`src/ctrl_input_pkg.sv`:
```
// Purpose: Shared constants for the discrete control input interpreter
// Assumes: 200 MHz system clock, AXI4-Lite register access with 32-bit data
// Notes:   Pin indices refer to the debounced control input vector
package ctrl_input_pkg;
	// ==========================================================
	// Control input pin indices
	localparam int PIN_COUNT      = 13;
	localparam int PIN_BACKLIGHT  = 0;  // Force backlight lighting
	localparam int PIN_TOUCH_LOCK = 1;  // Prevent touchscreen use
	localparam int PIN_RESTART    = 2;  // Forced restart
	localparam int PIN_WORK_LSB   = 3;  // Work select weights 1,2,4,8 at 3..6
	localparam int WORK_BITS      = 4;
	localparam int PIN_ZONE       = 7;  // Zone switch
	localparam int PIN_CLEAR      = 8;  // Clear judgment results
	localparam int PIN_INHIBIT    = 9;  // Judgment output disable
	localparam int PIN_START_STOP = 10; // Measurement start/stop
	localparam int PIN_ZERO_BAL   = 11; // Displacement zero balance
	localparam int PIN_DIG_ZERO   = 12; // Digital zero
	localparam int ZONE_COUNT     = 5;

	// ==========================================================
	// Register byte offsets
	localparam int ADDR_W = 8;
	localparam logic [7:0] OFS_CONFIG  = 8'h00;
	localparam logic [7:0] OFS_ZONE_EN = 8'h04;
	localparam logic [7:0] OFS_STATUS  = 8'h08;
	localparam logic [7:0] OFS_EVENTS  = 8'h0C;
	localparam logic [7:0] OFS_WORK_SW = 8'h10;
	localparam logic [7:0] OFS_ZERO_BAL = 8'h14;
	localparam logic [7:0] OFS_DZ_OFS  = 8'h18;

	// ==========================================================
	// Configuration register fields
	localparam int CFG_WIDTH      = 6;
	localparam int CFG_WORK_EXT   = 0; // Work source is external_input_source
	localparam int CFG_ZONE_EXT   = 1; // Zone source is external_input_source
	localparam int CFG_START_EXT  = 2; // measure_start_condition is external
	localparam int CFG_STOP_EXT   = 3; // measure_stop_condition is external
	localparam int CFG_STYLE      = 4; // external_trigger_style, 1 = level
	localparam int CFG_SERIAL_USB = 5; // Serial goes to front USB port
	localparam logic [CFG_WIDTH-1:0]  CFG_RESET     = 6'h00;
	localparam logic [ZONE_COUNT-1:0] ZONE_EN_RESET = 5'h1F;
	localparam logic [WORK_BITS-1:0]  WORK_SW_RESET = 4'h0;

	// ==========================================================
	// Status register fields
	localparam int ST_WORK_LSB  = 13; // Active work number, 5 bits
	localparam int ST_ZONE_LSB  = 18; // Active zone index, 3 bits
	localparam int ST_MEASURE   = 21;
	localparam int ST_RESTART_P = 22; // Restart waiting for storage idle

	// ==========================================================
	// Sticky event bits, write one to clear
	localparam int EV_WIDTH    = 5;
	localparam int EV_CLEAR    = 0;
	localparam int EV_ZERO_BAL = 1;
	localparam int EV_DIG_ZERO = 2;
	localparam int EV_RESTART  = 3;
	localparam int EV_ZONE     = 4;

	// ==========================================================
	// Timing
	localparam int CLK_FREQ_MHZ        = 200;
	localparam int DEBOUNCE_TIME_US    = 1000;
	localparam int DEBOUNCE_CYCLES     = DEBOUNCE_TIME_US * CLK_FREQ_MHZ;
	localparam int WORK_STABLE_TIME_US = 500;
	localparam int WORK_STABLE_CYCLES  = WORK_STABLE_TIME_US * CLK_FREQ_MHZ;

	// ==========================================================
	// Bus responses and trigger styles
	localparam logic [1:0] RESP_OKAY   = 2'h0;
	localparam logic [1:0] RESP_SLVERR = 2'h2;
	typedef enum logic {
		STYLE_EDGE  = 1'b0,
		STYLE_LEVEL = 1'b1
	} trigStyle_t;
endpackage : ctrl_input_pkg

```
`src/ctrl_input_debounce.sv`:
```
// Purpose: Synchronise and debounce active-low control contacts
// Assumes: Pins are asynchronous to clk; low means shorted to common_return
// Notes:   A level is accepted only after it held for STABLE_CYCLES
`timescale 1ns/100ps
module ctrl_input_debounce #(
	parameter int WIDTH         = 13,
	parameter int STABLE_CYCLES = 200000
) (
	input  wire logic             clk,
	input  wire logic             rst,
	input  wire logic [WIDTH-1:0] pinN,
	output logic      [WIDTH-1:0] level
);
	localparam int CW = $clog2(STABLE_CYCLES + 1);

	// Refuse settings the counter cannot serve
	initial begin
		if (STABLE_CYCLES < 1 || WIDTH < 1) begin
			$error("ctrl_input_debounce: bad parameters");
		end
	end

	logic [WIDTH-1:0] syncA_reg; // First stage, read only by syncB_reg
	logic [WIDTH-1:0] syncB_reg; // Second stage, safe to use

	// ==========================================================
	// Two-flop synchroniser
	always_ff @(posedge clk or posedge rst) begin
		if (rst) begin
			syncA_reg <= '1;
			syncB_reg <= '1;
		end else begin
			syncA_reg <= pinN;
			syncB_reg <= syncA_reg;
		end
	end

	// ==========================================================
	// Per-input stability counter
	genvar i;
	generate
		for (i = 0; i < WIDTH; i++) begin : g_bit
			logic [CW-1:0] cnt_reg;  // Cycles the raw level has differed
			logic [CW-1:0] cnt_next;
			logic          lvl_reg;  // Accepted level, 1 = ON
			logic          lvl_next;
			// Count while the shorted state differs from accepted one
			always_comb begin
				cnt_next = '0;
				lvl_next = lvl_reg;
				if ((~syncB_reg[i]) != lvl_reg) begin
					if (cnt_reg == CW'(STABLE_CYCLES - 1)) begin
						lvl_next = ~syncB_reg[i]; // RQ1 RQ16
					end else begin
						cnt_next = cnt_reg + 1'b1;
					end
				end
			end
			always_ff @(posedge clk or posedge rst) begin
				if (rst) begin
					cnt_reg <= '0;
					lvl_reg <= 1'b0;
				end else begin
					cnt_reg <= cnt_next;
					lvl_reg <= lvl_next;
				end
			end
			assign level[i] = lvl_reg;
		end
	endgenerate
endmodule : ctrl_input_debounce

```
`src/control_input_interpreter.sv`:
```
// Purpose: Turn isolated discrete control inputs into internal actions
// Assumes: Single 200 MHz clock; storageBusy and sensor values on clk
// Notes:   Registers reached over AXI4-Lite; all outputs are flip-flops
//
// Summary of operation
// [RQ1] Input ON when shorted to common return
// [RQ2] Backlight forced on while input ON
// [RQ3] Touch operations ignored while lockout ON
// [RQ4] Restart on ON, deferred during storage write
// [RQ5] Work number equals binary code plus one
// [RQ6] Work inputs used only with external source
// [RQ7] Zone switch external only, enabled zones only
// [RQ8] Clear results: outputs off, continuous judgment
// [RQ9] Judgment outputs disabled while inhibit ON
// [RQ10] Start/stop used only when condition external
// [RQ11] Edge style toggles on OFF-to-ON only
// [RQ12] Level style: ON starts, OFF stops
// [RQ13] Zero-balance captures present displacement reading
// [RQ14] Digital zero captures present load indication
// [RQ15] Serial uses rear or USB, never both
// [RQ16] Inputs synchronised and debounced before edges
// [RQ17] Work code applied only after stable
//
// The placing of the registers and register access over AXI4-Lite are this design's own decisions.
`timescale 1ns/100ps
module control_input_interpreter
#(
	parameter int DEBOUNCE     = ctrl_input_pkg::DEBOUNCE_CYCLES,
	parameter int WORK_SETTLE  = ctrl_input_pkg::WORK_STABLE_CYCLES
) (
	input  wire logic        clk,
	input  wire logic        rst,
	input  wire logic [ctrl_input_pkg::PIN_COUNT-1:0] ctrlPinN,
	input  wire logic        storageBusy,
	input  wire logic [31:0] displacementValue,
	input  wire logic [31:0] loadValue,
	input  wire logic [ctrl_input_pkg::ADDR_W-1:0] s_axi_awaddr,
	input  wire logic        s_axi_awvalid,
	output logic             s_axi_awready,
	input  wire logic [31:0] s_axi_wdata,
	input  wire logic [3:0]  s_axi_wstrb,
	input  wire logic        s_axi_wvalid,
	output logic             s_axi_wready,
	output logic      [1:0]  s_axi_bresp,
	output logic             s_axi_bvalid,
	input  wire logic        s_axi_bready,
	input  wire logic [ctrl_input_pkg::ADDR_W-1:0] s_axi_araddr,
	input  wire logic        s_axi_arvalid,
	output logic             s_axi_arready,
	output logic      [31:0] s_axi_rdata,
	output logic      [1:0]  s_axi_rresp,
	output logic             s_axi_rvalid,
	input  wire logic        s_axi_rready,
	output logic             backlightOn,
	output logic             touchEnable,
	output logic             restartReq,
	output logic      [4:0]  workNumber,
	output logic      [2:0]  zoneIndex,
	output logic             judgeClear,
	output logic             judgeDisable,
	output logic             measureRun,
	output logic      [31:0] zeroBalanceRef,
	output logic      [31:0] digitalZeroOffset,
	output logic             serialUsbSel,
	output logic             serialRearSel
);
	import ctrl_input_pkg::*;

	localparam int WSW = $clog2(WORK_SETTLE + 1);

	// Refuse counts the logic cannot serve
	initial begin
		if (DEBOUNCE < 1 || WORK_SETTLE < 1) begin
			$error("control_input_interpreter: bad counts");
		end
	end

	// ==========================================================
	// Debounced input levels
	logic [PIN_COUNT-1:0] level;     // 1 = contact shorted (ON)
	logic [PIN_COUNT-1:0] prev_reg;  // Level one cycle ago
	logic [PIN_COUNT-1:0] rise;      // OFF-to-ON events
	logic [PIN_COUNT-1:0] fall;      // ON-to-OFF events

	ctrl_input_debounce #(
		.WIDTH         (PIN_COUNT),
		.STABLE_CYCLES (DEBOUNCE)
	) u_debounce (
		.clk   (clk),
		.rst   (rst),
		.pinN  (ctrlPinN),
		.level (level)
	);

	assign rise = level & ~prev_reg; // RQ16
	assign fall = ~level & prev_reg;

	// ==========================================================
	// Software-visible state
	logic [CFG_WIDTH-1:0]  cfg_reg, cfg_next;       // Source and style settings
	logic [ZONE_COUNT-1:0] zoneEn_reg, zoneEn_next; // Zones with judgment on
	logic [WORK_BITS-1:0]  workSw_reg, workSw_next; // Work code when internal
	logic [EV_WIDTH-1:0]   events_reg, events_next; // Sticky events
	logic [EV_WIDTH-1:0]   evClear;                 // W1C mask from bus
	logic [EV_WIDTH-1:0]   evSet;                   // Events this cycle

	// ==========================================================
	// Bus state
	logic                awHeld_reg, awHeld_next;
	logic [ADDR_W-1:0]   awAddr_reg, awAddr_next;
	logic                wHeld_reg, wHeld_next;
	logic [31:0]         wData_reg, wData_next;
	logic                wLane0_reg, wLane0_next; // Fields all sit in byte 0
	logic                awready_reg, awready_next;
	logic                wready_reg, wready_next;
	logic                bvalid_reg, bvalid_next;
	logic [1:0]          bresp_reg, bresp_next;
	logic                arready_reg, arready_next;
	logic                rvalid_reg, rvalid_next;
	logic [31:0]         rdata_reg, rdata_next;
	logic [1:0]          rresp_reg, rresp_next;

	// ==========================================================
	// Control state
	logic                 backlight_reg, backlight_next;
	logic                 touchEn_reg, touchEn_next;
	logic                 restartPend_reg, restartPend_next;
	logic                 restartReq_reg, restartReq_next;
	logic [WORK_BITS-1:0] workCand_reg, workCand_next; // Code being watched
	logic [WSW-1:0]       workCnt_reg, workCnt_next;   // Cycles it has held
	logic [WORK_BITS-1:0] workCode_reg, workCode_next; // Accepted code
	logic [4:0]           workNum_reg, workNum_next;
	logic [2:0]           zone_reg, zone_next;
	logic                 judgeClr_reg, judgeClr_next;
	logic                 judgeDis_reg, judgeDis_next;
	logic                 measure_reg, measure_next;
	logic [31:0]          zeroBal_reg, zeroBal_next;
	logic [31:0]          dzOfs_reg, dzOfs_next;
	logic                 serUsb_reg, serUsb_next;
	logic                 serRear_reg, serRear_next;

	// Next enabled zone after the current one, wrapping round
	function automatic logic [2:0] nextZone(input logic [2:0] cur,
		input logic [ZONE_COUNT-1:0] en);
		logic [2:0] res;
		logic [2:0] cand;
		logic       found;
		res   = cur;
		found = 1'b0;
		for (int k = 1; k <= ZONE_COUNT; k++) begin
			cand = 3'((int'(cur) + k) % ZONE_COUNT);
			if (!found && en[cand]) begin
				res   = cand;
				found = 1'b1;
			end
		end
		return res;
	endfunction : nextZone

	// ==========================================================
	// Register bus: write and read channels
	always_comb begin
		awHeld_next = awHeld_reg;
		awAddr_next = awAddr_reg;
		wHeld_next  = wHeld_reg;
		wData_next  = wData_reg;
		wLane0_next = wLane0_reg;
		bvalid_next = bvalid_reg;
		bresp_next  = bresp_reg;
		rvalid_next = rvalid_reg;
		rdata_next  = rdata_reg;
		rresp_next  = rresp_reg;
		cfg_next    = cfg_reg;
		zoneEn_next = zoneEn_reg;
		workSw_next = workSw_reg;
		evClear     = '0;
		// Address and data are taken independently, in either order
		if (s_axi_awvalid && awready_reg) begin
			awHeld_next = 1'b1;
			awAddr_next = s_axi_awaddr;
		end
		if (s_axi_wvalid && wready_reg) begin
			wHeld_next  = 1'b1;
			wData_next  = s_axi_wdata;
			wLane0_next = s_axi_wstrb[0];
		end
		// Response released when the master takes it
		if (bvalid_reg && s_axi_bready) begin
			bvalid_next = 1'b0;
		end
		// Perform the write once both halves are held
		if (awHeld_reg && wHeld_reg && !bvalid_reg) begin
			awHeld_next = 1'b0;
			wHeld_next  = 1'b0;
			bvalid_next = 1'b1;
			bresp_next  = RESP_OKAY;
			case (awAddr_reg)
				OFS_CONFIG: begin
					if (wLane0_reg) cfg_next = wData_reg[CFG_WIDTH-1:0];
				end
				OFS_ZONE_EN: begin
					if (wLane0_reg) zoneEn_next = wData_reg[ZONE_COUNT-1:0];
				end
				OFS_WORK_SW: begin
					if (wLane0_reg) workSw_next = wData_reg[WORK_BITS-1:0];
				end
				OFS_EVENTS: begin
					if (wLane0_reg) evClear = wData_reg[EV_WIDTH-1:0];
				end
				// Read-only registers accept and discard writes
				OFS_STATUS, OFS_ZERO_BAL, OFS_DZ_OFS: bresp_next = RESP_OKAY;
				default: begin
					bresp_next = RESP_SLVERR;
				end
			endcase
		end
		// Read data released when the master takes it
		if (rvalid_reg && s_axi_rready) begin
			rvalid_next = 1'b0;
		end
		if (s_axi_arvalid && arready_reg) begin
			rvalid_next = 1'b1;
			rresp_next  = RESP_OKAY;
			rdata_next  = '0;
			case (s_axi_araddr)
				OFS_CONFIG:   rdata_next[CFG_WIDTH-1:0]  = cfg_reg;
				OFS_ZONE_EN:  rdata_next[ZONE_COUNT-1:0] = zoneEn_reg;
				OFS_WORK_SW:  rdata_next[WORK_BITS-1:0]  = workSw_reg;
				OFS_EVENTS:   rdata_next[EV_WIDTH-1:0]   = events_reg;
				OFS_ZERO_BAL: rdata_next = zeroBal_reg;
				OFS_DZ_OFS:   rdata_next = dzOfs_reg;
				OFS_STATUS: begin
					rdata_next[PIN_COUNT-1:0]          = level;
					rdata_next[ST_WORK_LSB +: 5]       = workNum_reg;
					rdata_next[ST_ZONE_LSB +: 3]       = zone_reg;
					rdata_next[ST_MEASURE]             = measure_reg;
					rdata_next[ST_RESTART_P]           = restartPend_reg;
				end
				default: rresp_next = RESP_SLVERR;
			endcase
		end
		// One outstanding item per channel
		awready_next = !awHeld_next && !bvalid_next;
		wready_next  = !wHeld_next && !bvalid_next;
		arready_next = !rvalid_next;
	end

	always_ff @(posedge clk or posedge rst) begin
		if (rst) begin
			awHeld_reg  <= 1'b0;
			awAddr_reg  <= '0;
			wHeld_reg   <= 1'b0;
			wData_reg   <= 32'h0;
			wLane0_reg  <= 1'b0;
			awready_reg <= 1'b0;
			wready_reg  <= 1'b0;
			bvalid_reg  <= 1'b0;
			bresp_reg   <= RESP_OKAY;
			arready_reg <= 1'b0;
			rvalid_reg  <= 1'b0;
			rdata_reg   <= 32'h0;
			rresp_reg   <= RESP_OKAY;
			cfg_reg     <= CFG_RESET;
			zoneEn_reg  <= ZONE_EN_RESET;
			workSw_reg  <= WORK_SW_RESET;
		end else begin
			awHeld_reg  <= awHeld_next;
			awAddr_reg  <= awAddr_next;
			wHeld_reg   <= wHeld_next;
			wData_reg   <= wData_next;
			wLane0_reg  <= wLane0_next;
			awready_reg <= awready_next;
			wready_reg  <= wready_next;
			bvalid_reg  <= bvalid_next;
			bresp_reg   <= bresp_next;
			arready_reg <= arready_next;
			rvalid_reg  <= rvalid_next;
			rdata_reg   <= rdata_next;
			rresp_reg   <= rresp_next;
			cfg_reg     <= cfg_next;
			zoneEn_reg  <= zoneEn_next;
			workSw_reg  <= workSw_next;
		end
	end

	// ==========================================================
	// Input interpretation
	always_comb begin
		trigStyle_t style;
		logic       extMeasure;
		style            = trigStyle_t'(cfg_reg[CFG_STYLE]);
		extMeasure       = cfg_reg[CFG_START_EXT] | cfg_reg[CFG_STOP_EXT];
		evSet            = '0;
		backlight_next   = level[PIN_BACKLIGHT];                    // RQ2
		touchEn_next     = ~level[PIN_TOUCH_LOCK];                  // RQ3
		// A restart waits while removable storage is being written
		restartReq_next  = restartPend_reg & ~storageBusy;          // RQ4
		restartPend_next = (restartPend_reg & storageBusy) | rise[PIN_RESTART];
		evSet[EV_RESTART] = rise[PIN_RESTART];
		// Whole work code must hold before it is accepted
		workCand_next = level[PIN_WORK_LSB +: WORK_BITS];
		workCnt_next  = '0;
		workCode_next = workCode_reg;
		if (workCand_next == workCand_reg) begin
			if (workCnt_reg == WSW'(WORK_SETTLE - 1)) begin
				workCode_next = workCand_reg;                       // RQ17
				workCnt_next  = workCnt_reg;
			end else begin
				workCnt_next = workCnt_reg + 1'b1;
			end
		end
		if (cfg_reg[CFG_WORK_EXT]) begin
			workNum_next = {1'b0, workCode_reg} + 5'h01;            // RQ5 RQ6
		end else begin
			workNum_next = {1'b0, workSw_reg} + 5'h01;
		end
		// Zone stepping skips zones whose judgment is off
		zone_next = zone_reg;
		if (cfg_reg[CFG_ZONE_EXT] && rise[PIN_ZONE]) begin
			zone_next       = nextZone(zone_reg, zoneEn_reg);       // RQ7
			evSet[EV_ZONE]  = 1'b1;
		end
		judgeClr_next   = rise[PIN_CLEAR];                          // RQ8
		evSet[EV_CLEAR] = rise[PIN_CLEAR];
		judgeDis_next   = level[PIN_INHIBIT];                       // RQ9
		// Measurement follows the input only under external conditions
		measure_next = measure_reg;
		if (extMeasure) begin                                       // RQ10
			case (style)
				STYLE_EDGE: begin
					if (rise[PIN_START_STOP]) begin                 // RQ11
						if (!measure_reg && cfg_reg[CFG_START_EXT]) measure_next = 1'b1;
						if (measure_reg && cfg_reg[CFG_STOP_EXT]) measure_next = 1'b0;
					end
				end
				STYLE_LEVEL: begin
					if (rise[PIN_START_STOP] && cfg_reg[CFG_START_EXT]) begin
						measure_next = 1'b1;                        // RQ12
					end
					if (fall[PIN_START_STOP] && cfg_reg[CFG_STOP_EXT]) begin
						measure_next = 1'b0;                        // RQ12
					end
				end
				default: measure_next = measure_reg;
			endcase
		end
		zeroBal_next = rise[PIN_ZERO_BAL] ? displacementValue : zeroBal_reg; // RQ13
		evSet[EV_ZERO_BAL] = rise[PIN_ZERO_BAL];
		dzOfs_next = rise[PIN_DIG_ZERO] ? loadValue : dzOfs_reg;    // RQ14
		evSet[EV_DIG_ZERO] = rise[PIN_DIG_ZERO];
		serUsb_next  = cfg_reg[CFG_SERIAL_USB];                     // RQ15
		serRear_next = ~cfg_reg[CFG_SERIAL_USB];                    // RQ15
		// A new event wins over a clear in the same cycle
		events_next  = (events_reg & ~evClear) | evSet;
	end

	always_ff @(posedge clk or posedge rst) begin
		if (rst) begin
			prev_reg        <= '0;
			events_reg      <= '0;
			backlight_reg   <= 1'b0;
			touchEn_reg     <= 1'b1;
			restartPend_reg <= 1'b0;
			restartReq_reg  <= 1'b0;
			workCand_reg    <= '0;
			workCnt_reg     <= '0;
			workCode_reg    <= '0;
			workNum_reg     <= 5'h01;
			zone_reg        <= 3'h0;
			judgeClr_reg    <= 1'b0;
			judgeDis_reg    <= 1'b0;
			measure_reg     <= 1'b0;
			zeroBal_reg     <= 32'h0;
			dzOfs_reg       <= 32'h0;
			serUsb_reg      <= 1'b0;
			serRear_reg     <= 1'b1;
		end else begin
			prev_reg        <= level;
			events_reg      <= events_next;
			backlight_reg   <= backlight_next;
			touchEn_reg     <= touchEn_next;
			restartPend_reg <= restartPend_next;
			restartReq_reg  <= restartReq_next;
			workCand_reg    <= workCand_next;
			workCnt_reg     <= workCnt_next;
			workCode_reg    <= workCode_next;
			workNum_reg     <= workNum_next;
			zone_reg        <= zone_next;
			judgeClr_reg    <= judgeClr_next;
			judgeDis_reg    <= judgeDis_next;
			measure_reg     <= measure_next;
			zeroBal_reg     <= zeroBal_next;
			dzOfs_reg       <= dzOfs_next;
			serUsb_reg      <= serUsb_next;
			serRear_reg     <= serRear_next;
		end
	end

	// ==========================================================
	// Outputs, each straight from a flip-flop
	assign s_axi_awready     = awready_reg;
	assign s_axi_wready      = wready_reg;
	assign s_axi_bvalid      = bvalid_reg;
	assign s_axi_bresp       = bresp_reg;
	assign s_axi_arready     = arready_reg;
	assign s_axi_rvalid      = rvalid_reg;
	assign s_axi_rdata       = rdata_reg;
	assign s_axi_rresp       = rresp_reg;
	assign backlightOn       = backlight_reg;
	assign touchEnable       = touchEn_reg;
	assign restartReq        = restartReq_reg;
	assign workNumber        = workNum_reg;
	assign zoneIndex         = zone_reg;
	assign judgeClear        = judgeClr_reg;
	assign judgeDisable      = judgeDis_reg;
	assign measureRun        = measure_reg;
	assign zeroBalanceRef    = zeroBal_reg;
	assign digitalZeroOffset = dzOfs_reg;
	assign serialUsbSel      = serUsb_reg;
	assign serialRearSel     = serRear_reg;
endmodule : control_input_interpreter

```
`config.mk`:
```
export PLATFORM = sky130hd
export DESIGN_NAME = control_input_interpreter
export DESIGN_NICKNAME = d
export VERILOG_FILES = /design/src/ctrl_input_pkg.sv /design/src/ctrl_input_debounce.sv /design/src/control_input_interpreter.sv
export SDC_FILE = /design/constraint.sdc
export NUM_CORES = 1
export LEC_CHECK = 0
export ABC_AREA = 1
export BUFFER_PORTS_ARGS = -buffer_cell sky130_fd_sc_hd__buf_2
export CAP_MARGIN = 20
export CORE_ASPECT_RATIO = 1.4
export CORE_MARGIN = 1.5
export CORE_UTILIZATION = 25
export DETAILED_ROUTE_END_ITERATION = 10
export HOLD_SLACK_MARGIN = 0.05
export PLACE_DENSITY = 0.48
export SLEW_MARGIN = 10
export SYNTH_ARGS = -nofsm -noshare
export SYNTH_HDL_FRONTEND = slang
export SYNTH_SLANG_ARGS = --single-unit
export TNS_END_PERCENT = 20
```
`constraint.sdc`:
```
create_clock -name clk -period 25.4 [get_ports clk]
set_input_delay 3.81 -clock clk [delete_from_list [all_inputs] [get_ports clk]]
set_output_delay 3.81 -clock clk [all_outputs]
set_load 0.02 [all_outputs]
```
### Yosys cells after proc, flatten, opt, wreduce, memory -nomap -nowiden

Index checks and enable logic that the tools add are counted.

* flip-flop bits (word level): 470
* input bits: 137
* output and inout port bits: 121
* logic and storage cells: 294

* add/subtract/negate cells: 21
* div/mod/pow operators: 5
* $lt $le $gt $ge: 5
* eq/ne operators: 44
* muxes and demuxes: 77
* bitwise logic cells: 28
* reduce and logical (&&, ||, !) cells: 52

Operator list (count)
* $mux 18: 26
* $add 18x1->18 const B: 13
* $eq 18x18->1 const B: 13
* $mod 32x4->32 const B: 5
* $pmux 17 s3: 1
* $eq 8x5->1 const B: 6
* $mux 17: 2
* $eq 8x4->1 const B: 4
* $reduce_and 2->1: 15
* $pmux 4 s7: 1
* $mux 1: 27
* $lt 3x4->1 const B: 5
* $mux 5: 4
* $logic_and 1x1->1: 18
* $pmux 9 s2: 1
* $add 17x1->17 const B: 1
* $eq 17x17->1 const B: 1
* $not 1->1: 17
* $eq 8x3->1 const B: 2
* $logic_not 8->1: 2
* $bmux 1 s3: 5
* $mux 3: 5
* $reduce_or 7->1: 2
* $and 13x13->13: 1
* other kinds (25): 55

### Longest topological paths before layout

Gate-level depths: netlist of the first run.

* depth after elaboration: 22
* depth in mapped cells: 28
* depth with buffers taken out: 27

### Modules after synthesis

From an unflattened synthesis of the first run, not the netlist that was laid out.

* cell total of the unflattened synthesis: 2768
* area, all modules: 23427.5 sq um

Modules (own cells, without submodules)
* ctrl_input_debounce: instances 1, cells an instance 1708, area each 14081.0 sq um, seq. area each 6864.1 sq um
* control_input_interpreter: instances 1, cells an instance 1060, area each 9346.5 sq um, seq. area each 4714.5 sq um

### Worst setup path before layout of the first run

OpenSTA, ideal clock, no wires.

* kind: input -> register
* start: input port s_axi_araddr[1] (netlist bit)
* end: register rdata_reg[1], in the netlist s_axi_rdata[1]
* library setup time: 0.064 ns
* arrival: 5.186 ns
* required time: 25.336 ns
* slack: 20.150 ns
* stages on the path: 9
* buffers on the path: 1
* cell sequence: nor2_1 inv_1 nor3_1 nand2_1 clkbuf_1 o22ai_1 a21oi_1 a31oi_1 a21o_1

* longest elaborated chain between the ends: 2
* elaborated cells between the ends (all ways): 8
* classes of those cells: 6 x eq/ne; 1 x mux; 1 x reduce/logical

Ends and longest elaborated chain
* from (decl): line control_input_interpreter.sv:47 `input wire logic [ctrl_input_pkg::ADDR_W-1:0] s_axi_araddr,`
* $eq 8x4->1, or another cell as far along: line control_input_interpreter.sv:225 `case (s_axi_araddr)`
* $pmux 4 s7 *: line control_input_interpreter.sv:225
* to (signal assigned): line control_input_interpreter.sv:278 `rdata_reg <= rdata_next;`
* to (decl): line control_input_interpreter.sv:120 `logic [31:0] rdata_reg, rdata_next;`

Mark *: on every way between the ends. The rest lies on a longest branch, timed or not.
A chain may end at the register's enable or synchronous reset.

==> results_dict.tcl, run 1 <==
set metrics [dict create \
    crit_top_cell "buf_4" \
    io_buffers 226 \
    seq_area_frac_synth_pct 52.6 \
    stdcell_area_um2 26500 \
    place_congestion 0.819 \
    crit_chain "buf_2, inv_8, buf_12, buf_4, buf_4" \
    cts-root-buf "clkbuf_16" \
    required_ns 26.04 \
    clock_latency_ns 0.62 \
    initial_core_util_pct 25.3 \
    overflow 0 \
    antenna_found_initial 1 \
    ys_dominant_reg_cell "dfrtp_1" \
    fmax_mhz 157 \
    final_cell_mix "dfrtp_1, nand2_1, inv_1" \
    cts_made_buffers 53 \
    fin_ws_ns 19.01 \
    yosysWarnings 0 \
    synth_area_leader_cell "dfrtp_1" \
    pre_cts_ws_ns 18.21 \
    synth_area_leaders "dfrtp_1, nand2_1, inv_1" \
    largest_reg_flops 234 \
    finalWirelength_um 60100 \
    vdd_ir_drop_max_v 0.0000504 \
    cts_tree "done" \
    drt_iter0_drc 1014 \
    die_h_um 354 \
    fp.dieW_um 254 \
    synth_area_um2 22000 \
    min_period_over_period_pct 25.2 \
    rsz0062_at_grt "false" \
    clock-sinks 461 \
    power_mw 1.80 \
    power_density_nw_per_um2 68.1 \
    final_common_cell "dfrtp_1" \
    dp_hpwl_um 44100 \
    drc_errors 0 \
    post-route-util_pct 30.4 \
    outcome "completed" \
    final_max_slew_viol_count 0 \
    grt_pass1_vias 17400 \
    worst_pin_slew_ns 0.958 \
    ys_ff_latch 461 \
    via_count 17600 \
    dr.pass1.iters 5 \
    grt_util_all_layers_pct 13.4 \
    hold_violations 0 \
    ant_nets 0 \
    cp-end-kind "asynchronous set/reset pin" \
    syn_area_per_cell_um2 8.65 \
    fp.coreArea_um2 87100 \
    clk_pin_slew_ns 0.06 \
    ctsHoldBuffers 0 \
    drv_cap 0 \
    power_leakage_nw 12.0 \
    clock_path_buffers 3 \
    crit_type "input port to asynchronous set/reset pin" \
    hold_path_class "flop to flop" \
    die_area_um2 89800 \
    synth_top_area_share_pct 48.6 \
    fp-row-count 128 \
    areaGrowthSynthToFinish_pct 20.3 \
    fin_crit_ns 6.39 \
    critPathLaunchType "input port" \
    fin_skew_ns 0.0300 \
    postSynthCellCount 2544 \
    placedInstanceArea_um2 24500 \
    routedWlPerCell_um 15.0 \
    setup_tns_ns 0 \
    vias_per_cell 4.39 \
    drive_gt1_share_pct 16.0 \
    synthArstFlopShare_pct 100 \
    cts_htree_levels 2 \
    reg2reg_depth 23 \
    path_max_fanout 152 \
    worst_ep_arrival_time_ns 7.03 \
    synth-edff-count 0 \
    synth.distinct_cells 60 \
    cts_setup_buffers 0 \
    hold_depth 0 \
    slowest_stage "buf_4" \
    finalNetCount 2963 \
    grt_max_degree 153 \
    post_cts_resized 0 \
    grt_pass1_wl_um 95500 \
    setup_violations 0 \
    ios 258 \
    max_slew_margin_pct 35.9 \
    max_stage_delay_ns 0.80 \
]
## synth_stat cells (3+ instances only)
| master | number |
|---|---|
| o21ai_0 | 111 |
| nand2_1 | 366 |
| a21oi_1 | 159 |
| a221oi_1 | 3 |
| nand3_1 | 147 |
| nor2_2 | 5 |
| nand4_1 | 55 |
| o21bai_1 | 3 |
| buf_4 | 3 |
| nor3_2 | 3 |
| nor2_1 | 339 |
| inv_1 | 360 |
| nand2_2 | 19 |
| dfstp_2 | 34 |
| nand4_2 | 4 |
| o21a_1 | 10 |
| o211ai_1 | 3 |
| xor2_1 | 35 |
| mux2_2 | 24 |
| a21o_1 | 3 |
| and3_1 | 10 |
| nand3_2 | 8 |
| or2_2 | 5 |
| a211oi_1 | 14 |
| xnor2_1 | 46 |
| nor3b_1 | 49 |
| o22ai_1 | 24 |
| o21ai_1 | 5 |
| a31oi_1 | 14 |
| inv_2 | 5 |
| nor3_1 | 103 |
| ha_1 | 38 |
| nor4_1 | 34 |
| dfrtp_1 | 427 |
| clkbuf_1 | 44 |
## kinds of logic after synthesis
group / share of synthesized area [%]
AO/OA/AOI/OAI: 9.12
XOR/XNOR: 3.41
adder cells (fa/ha/maj): 2.16
buffers and inverters: 7.16
flip-flops: 52.6
multiplexers: 1.32
other: 0.0170
AND/OR/NAND/NOR: 24.2
## cell type report
cell class	count	area (um^2)
multi-input combinational	1668	8890
clock inverter	20	280
tap	1170	1460
clock buffer	80	1630
inverter	365	1380
sequential	461	11600
timing repair buffer	239	1240
antenna	2	5.00
fill	9381	60700
## critical path: cells and delay by family
kind / cells / cell delay [ns]
buffers and inverters: 5 / 2.75
## where the power goes
group	switching [mW]	total [mW]	internal (mW)	leakage [nW]
clock network	0.321	0.826	0.504	0.934
registers	0.0265	0.804	0.778	6.08
logic	0.119	0.171	0.0526	4.94
total	0.467	1.80	1.33	12.0
## final timing paths
check                                        start                               to  slack (ns)
max in group clk                   s_axi_araddr[1]                  s_axi_rdata[17]       19.29
hold reg to reg            u_debounce.syncA_reg[9]          u_debounce.syncB_reg[9]        0.35
hold / removal             u_debounce.syncA_reg[9]          u_debounce.syncB_reg[9]        0.35
setup reg to reg                      zoneIndex[0]                     zoneIndex[1]       21.22
setup / recovery                               rst  u_debounce.g_bit[0].cnt_reg[10]       19.01
min in group asynchronous                      rst               zeroBalanceRef[14]        3.30
## through the flow
| stage | hold WS (ns) | instances |
|---|---|---|
| 5_1_grt | 0.351 | 4003 |
| 6_report | 0.350 | 4005 |
| 4_1_cts | 0.351 | 4002 |
| 3_5_place_dp | 0.347 | 3902 |
| 2_1_floorplan | 0.345 | 2545 |
| 3_3_place_gp | 0.346 | 3902 |
## per-layer routing
layer  wire [um]  track usage, %
met1       27000            17.4
met2       28800            22.7
met3        2870            2.40
met4        1500            4.01
met5           0               0
No activity file was read; power rests on OpenSTA's default activity.
==> run 2, diff against run 1 <==
- clock period: 25.4 -> 6.7 ns (I/O delays scaled with it)
==> run 2 against run 1 <==
Compared with the run above: sequential share of layout area up 0.29 points; flip-flop and latch count is the same; register-to-register slack lost 19 ns; critical path type is now flop to flop.
==> results_dict.tcl, run 2 (same netlist as run 1, synthesis figures left out) <==
set metrics [dict create \
    dp_hpwl_um 45700 \
    cp-startpoint "zoneIndex[0]" \
    final_cell_mix "dfrtp_1, nand2_1, inv_1" \
    antenna_found_initial 3 \
    crit_type "flop to flop" \
    ctsHoldBuffers 0 \
    die_area_um2 89800 \
    fin_crit_ns 4.05 \
    drc_errors 0 \
    grt_util_all_layers_pct 13.8 \
    grt_pass1_wl_um 97200 \
    fp.coreArea_um2 87100 \
    outcome "completed" \
    max_slew_margin_pct 31.6 \
    setup_tns_ns 0 \
    drv_cap 0 \
    areaGrowthSynthToFinish_pct 19.5 \
    clock-sinks 461 \
    hold_path_class "flop to flop" \
    r2r_end "zoneIndex[2]" \
    largest_reg_flops 234 \
    power_density_nw_per_um2 251 \
    worst_ep_arrival_time_ns 4.53 \
    clock_path_buffers 3 \
    vias_per_cell 4.40 \
    via_count 17600 \
    min_period_over_period_pct 60.4 \
    grt.busiest_layer "met2" \
    clk_pin_slew_ns 0.06 \
    critPathLaunchType "flop" \
    die_h_um 354 \
    use_met1_pct 18.0 \
    reg2reg_depth 24 \
    cp-end-kind "flop" \
    whs_ns 0.348 \
    routedWlPerCell_um 15.5 \
    overflow 0 \
    drive_gt1_share_pct 15.6 \
    place_congestion 0.807 \
    fp.dieW_um 254 \
    worst_pin_slew_ns 1.02 \
    finalNetCount 2961 \
    setup_violations 0 \
    post-route-util_pct 30.2 \
    fill_cells 9389 \
    power_leakage_nw 11.9 \
    io_buffers 226 \
    pre_cts_ws_ns 2.62 \
    hold_depth 0 \
    dr.pass1.iters 5 \
    fin_ws_ns 2.65 \
    final_max_slew_viol_count 0 \
    ant_nets 0 \
    cts_htree_levels 2 \
    met3_usage_pct 2.53 \
    clock_latency_ns 0.61 \
    min-delay-start "u_debounce.syncA_reg[4]" \
    cts-root-buf "clkbuf_16" \
    path_max_fanout 22 \
    cts_setup_buffers 0 \
    cts_made_buffers 50 \
    fp-row-count 128 \
    use_met2_pct 23.0 \
    vdd_ir_drop_max_v 0.000154 \
    required_ns 7.18 \
    rrSetupSlack_ns 2.65 \
    rsz0062_at_grt "false" \
    initial_core_util_pct 25.3 \
    cp-endpoint "zoneIndex[2]" \
    grt_pass1_vias 17500 \
    fmax_mhz 247 \
    ios 258 \
    hold_violations 0 \
    post_cts_resized 0 \
    r2r-start "zoneIndex[0]" \
    grt_max_degree 154 \
    drt_iter0_drc 922 \
    cts_tree "done" \
    power_mw 6.61 \
    finalWirelength_um 62000 \
    fin_skew_ns 0.0335 \
    final_common_cell "dfrtp_1" \
]
==> run 2: power breakdown <==
| group | internal [mW] | leakage [nW] | switching (mW) |
|---|---|---|---|
| logic | 0.203 | 4.95 | 0.462 |
| clock network | 1.72 | 0.836 | 1.17 |
| registers | 2.95 | 6.08 | 0.104 |
==> run 2: cell type report <==
class | count | area [um^2] | area share [%]
diodes | 1 | 2.50 | 0.00952
clock buffers | 73 | 1440 | 5.47
clock inverters | 19 | 259 | 0.985
inverters | 365 | 1370 | 5.23
multi-input cells | 1668 | 8890 | 33.8
flip-flops and latches | 461 | 11600 | 44.0
well taps | 1170 | 1460 | 5.57
repair buffers | 240 | 1290 | 4.89
==> run 2: how the worst min path moves through the flow <==
| stage | to |
|---|---|
| final | u_debounce.syncB_reg[4] |
| after global routing | u_debounce.syncB_reg[6] |
| after CTS | u_debounce.syncB_reg[4] |
| after detailed placement | u_debounce.syncB_reg[8] |
| after global placement | u_debounce.syncB_reg[12] |
| after floorplan | u_debounce.syncB_reg[0] |
==> run 2: worst max-delay path, stage by stage, from the launching register on <==
cell     delay [ns]
dfrtp_1        0.32
buf_4          0.30
inv_1          0.36
ha_1           0.58
ha_1           0.30
nor2_1         0.12
nand3_2        0.11
nand2_1        0.12
xor2_1         0.25
ha_1           0.19
inv_1          0.05
nand3_2        0.12
nand3_2        0.12
nand2_1        0.08
nand2_1        0.13
inv_2          0.11
nand3_1        0.08
nand3_1        0.09
nand2_1        0.09
nand4_4        0.12
nand2_1        0.06
inv_1          0.05
nand2_1        0.05
nand2_1        0.05
nand2_1        0.04
==> run 2: metal layers <==
layer | share of wire [%] | wire length [um]
met1 | 45 | 27800
met2 | 47 | 29100
met3 | 4.9 | 3020
met4 | 3.2 | 2000
met5 | 0.037 | 23
==> run 2: through the flow <==
stage / cells / cell area [um^2]
CTS: 3995 / 26300
global route: 3996 / 26300
finish: 3997 / 26300
global placement: 3903 / 24600
detailed placement: 3903 / 24600
floorplan: 2545 / 22000
==> run 3, diff against run 2 <==
- ABC_AREA: 1 -> 0
- clock period: 6.7 -> 3.88 ns (I/O delays scaled with it)
==> run 3 against run 2 <==
Compared with the run above: synthesized area decreased by 0.48%; power increased by 69%; sequential power up 71%; highest routed layer is now met4; critical path type unchanged.
==> results_dict.tcl, run 3 <==
set metrics [dict create \
    drive_gt1_share_pct 24.3 \
    grt_util_all_layers_pct 13.3 \
    ys_ff_latch 461 \
    power_density_nw_per_um2 416 \
    hold_depth 2 \
    synthArstFlopShare_pct 100 \
    stdcell_area_um2 26800 \
    drc_errors 0 \
    place_congestion 0.823 \
    final_cell_mix "dfrtp_1, nor2_1, buf_2" \
    vias_per_cell 4.54 \
    cts_tree "done" \
    clock-sinks 461 \
    min-delay-start "storageBusy" \
    worstHoldEndpoint "restartReq" \
    io_buffers 226 \
    worst_ep_arrival_time_ns 4.13 \
    synth_area_um2 21900 \
    placedInstanceArea_um2 24700 \
    synth_area_leaders "dfrtp_1, nor2_1, mux2_2" \
    finalNetCount 2555 \
    ios 258 \
    dr.pass1.iters 7 \
    worst_pin_slew_ns 0.972 \
    fin_skew_ns 0.0601 \
    cts-root-buf "clkbuf_16" \
    grt.busiest_layer "met2" \
    max_slew_margin_pct 35.0 \
    overflow 0 \
    cts_made_buffers 50 \
    synth-edff-count 0 \
    postSynthCellCount 2106 \
    areaGrowthSynthToFinish_pct 22.5 \
    initial_core_util_pct 25.2 \
    setup_violations 0 \
    grt_max_degree 118 \
    hold_violations 0 \
    setup_tns_ns 0 \
    cp-end-kind "flop" \
    path_max_fanout 13 \
    required_ns 4.34 \
    r2r_end "zoneIndex[1]" \
    use_met2_pct 22.8 \
    use_met1_pct 17.2 \
    die_h_um 353 \
    syn_area_per_cell_um2 10.4 \
    rrSetupSlack_ns 0.22 \
    clock_latency_ns 0.64 \
    crit_type "flop to flop" \
    grt_pass1_wl_um 94200 \
    finalNonFillerCells 3594 \
    ant_nets 0 \
    vdd_ir_drop_max_v 0.000319 \
    whs_ns 0.160 \
    seqCellArea_um2 11600 \
    clock_path_buffers 3 \
    hold_path_class "input port to flop" \
    fin_crit_ns 3.66 \
    dp_hpwl_um 43000 \
    yosysWarnings 0 \
    drv_cap 0 \
    met3_usage_pct 1.92 \
    synth_area_leader_cell "dfrtp_1" \
    die_area_um2 89400 \
    fp.dieW_um 253 \
    min_period_over_period_pct 94.4 \
    cts_htree_levels 2 \
    clk_pin_slew_ns 0.06 \
    via_count 16300 \
    dp.cells 3480 \
    final_common_cell "dfrtp_1" \
    reg2reg_depth 15 \
    fp-row-count 128 \
    finalWirelength_um 59300 \
    routedWlPerCell_um 16.5 \
    critPathLaunchType "flop" \
    largest_reg_flops 234 \
    seq_area_frac_synth_pct 52.9 \
    grt_pass1_vias 16700 \
    post-route-util_pct 30.9 \
    netlist_top_cells_count "dfrtp_1, nor2_1, nand2_1" \
    fill_cells 8958 \
    ys_dominant_reg_cell "dfrtp_1" \
    synth_most_common_cell "dfrtp_1" \
    r2r-start "zoneIndex[1]" \
    drt_iter0_drc 1104 \
    final_max_slew_viol_count 0 \
    fmax_mhz 273 \
    synth.distinct_cells 85 \
    multi_input_area_um2 9900 \
    synth_top_area_share_pct 48.8 \
    antenna_found_initial 4 \
    power_leakage_nw 12.1 \
    outcome "completed" \
    fp.coreArea_um2 87000 \
]
run 3: how the worst max path moves through the flow:
stage / from / endpoint / slack [ns]
2_1_floorplan: rst / awAddr_reg[0] / -2.91
3_3_place_gp: zoneIndex[1] / zoneIndex[1] / 0.14
3_5_place_dp: zoneIndex[0] / zoneIndex[2] / 0.03
4_1_cts: zoneIndex[0] / zoneIndex[1] / 0.02
5_1_grt: zoneIndex[0] / zoneIndex[1] / -0.04
6_report: zoneIndex[1] / zoneIndex[1] / 0.22
run 3: worst max-delay path, cell delays in order (launching register included):
cell and delay, ns:
dfrtp_1 0.42, buf_6 0.18, ha_1 0.23, a21oi_4 0.17, xnor2_2 0.17, inv_2 0.10, ha_1 0.24, nor3b_1 0.16
o21a_1 0.19, nor2_2 0.16, mux2_2 0.39, o31ai_4 0.29, nor3b_4 0.28, and3_1 0.19, a31oi_1 0.05, a211o_1 0.31
run 3: area by class of cell:
cell class / count / share of cell area (%)
Clock buffer: 66 / 5.22
Tap cell: 1170 / 5.46
Inverter: 65 / 0.923
Sequential cell: 461 / 43.2
Antenna cell: 2 / 0.0187
Clock inverter: 28 / 1.57
Timing Repair Buffer: 295 / 6.77
Multi-Input combinational cell: 1507 / 36.9
run 3: logic make-up after synthesis:
kind of cell | share of synthesized area (%)
muxes | 6.40
and+or+nand+nor | 19.4
DFF | 52.9
other | 0.0171
adders and majority gates | 2.17
buffers and inverters | 2.57
xor gates and xnor gates | 10.0
AOI/OAI and AO/OA | 6.58
run 3: per-stage QoR:
stage / setup WS (ns) / total power, mW
2_1_floorplan: -2.91 / 5.70
3_3_place_gp: 0.143 / 5.98
3_5_place_dp: 0.0340 / 6.01
4_1_cts: 0.0217 / 11.4
5_1_grt: -0.0369 / 11.7
6_report: 0.216 / 11.2
run 3: metal layers:
layer	part of all wire, %	wire [um]	vias up
met2	49	29300	309
met5	0	0	-
met4	2.4	1440	0
met1	44	26200	8130
li1	-	-	7805
met3	4.0	2350	84
run 3: repair_timing:
action,4_1_cts,5_1_grt
setup buffers,0,3
endpoints found under the setup margin,0,3
hold endpoints to repair,29,0
hold buffers,14,0
resized for setup,0,22
run 3: report_power, final:
part	total, mW	internal [mW]	switching [mW]
logic	0.714	0.305	0.409
registers	5.22	5.01	0.203
clock network	5.24	3.11	2.13
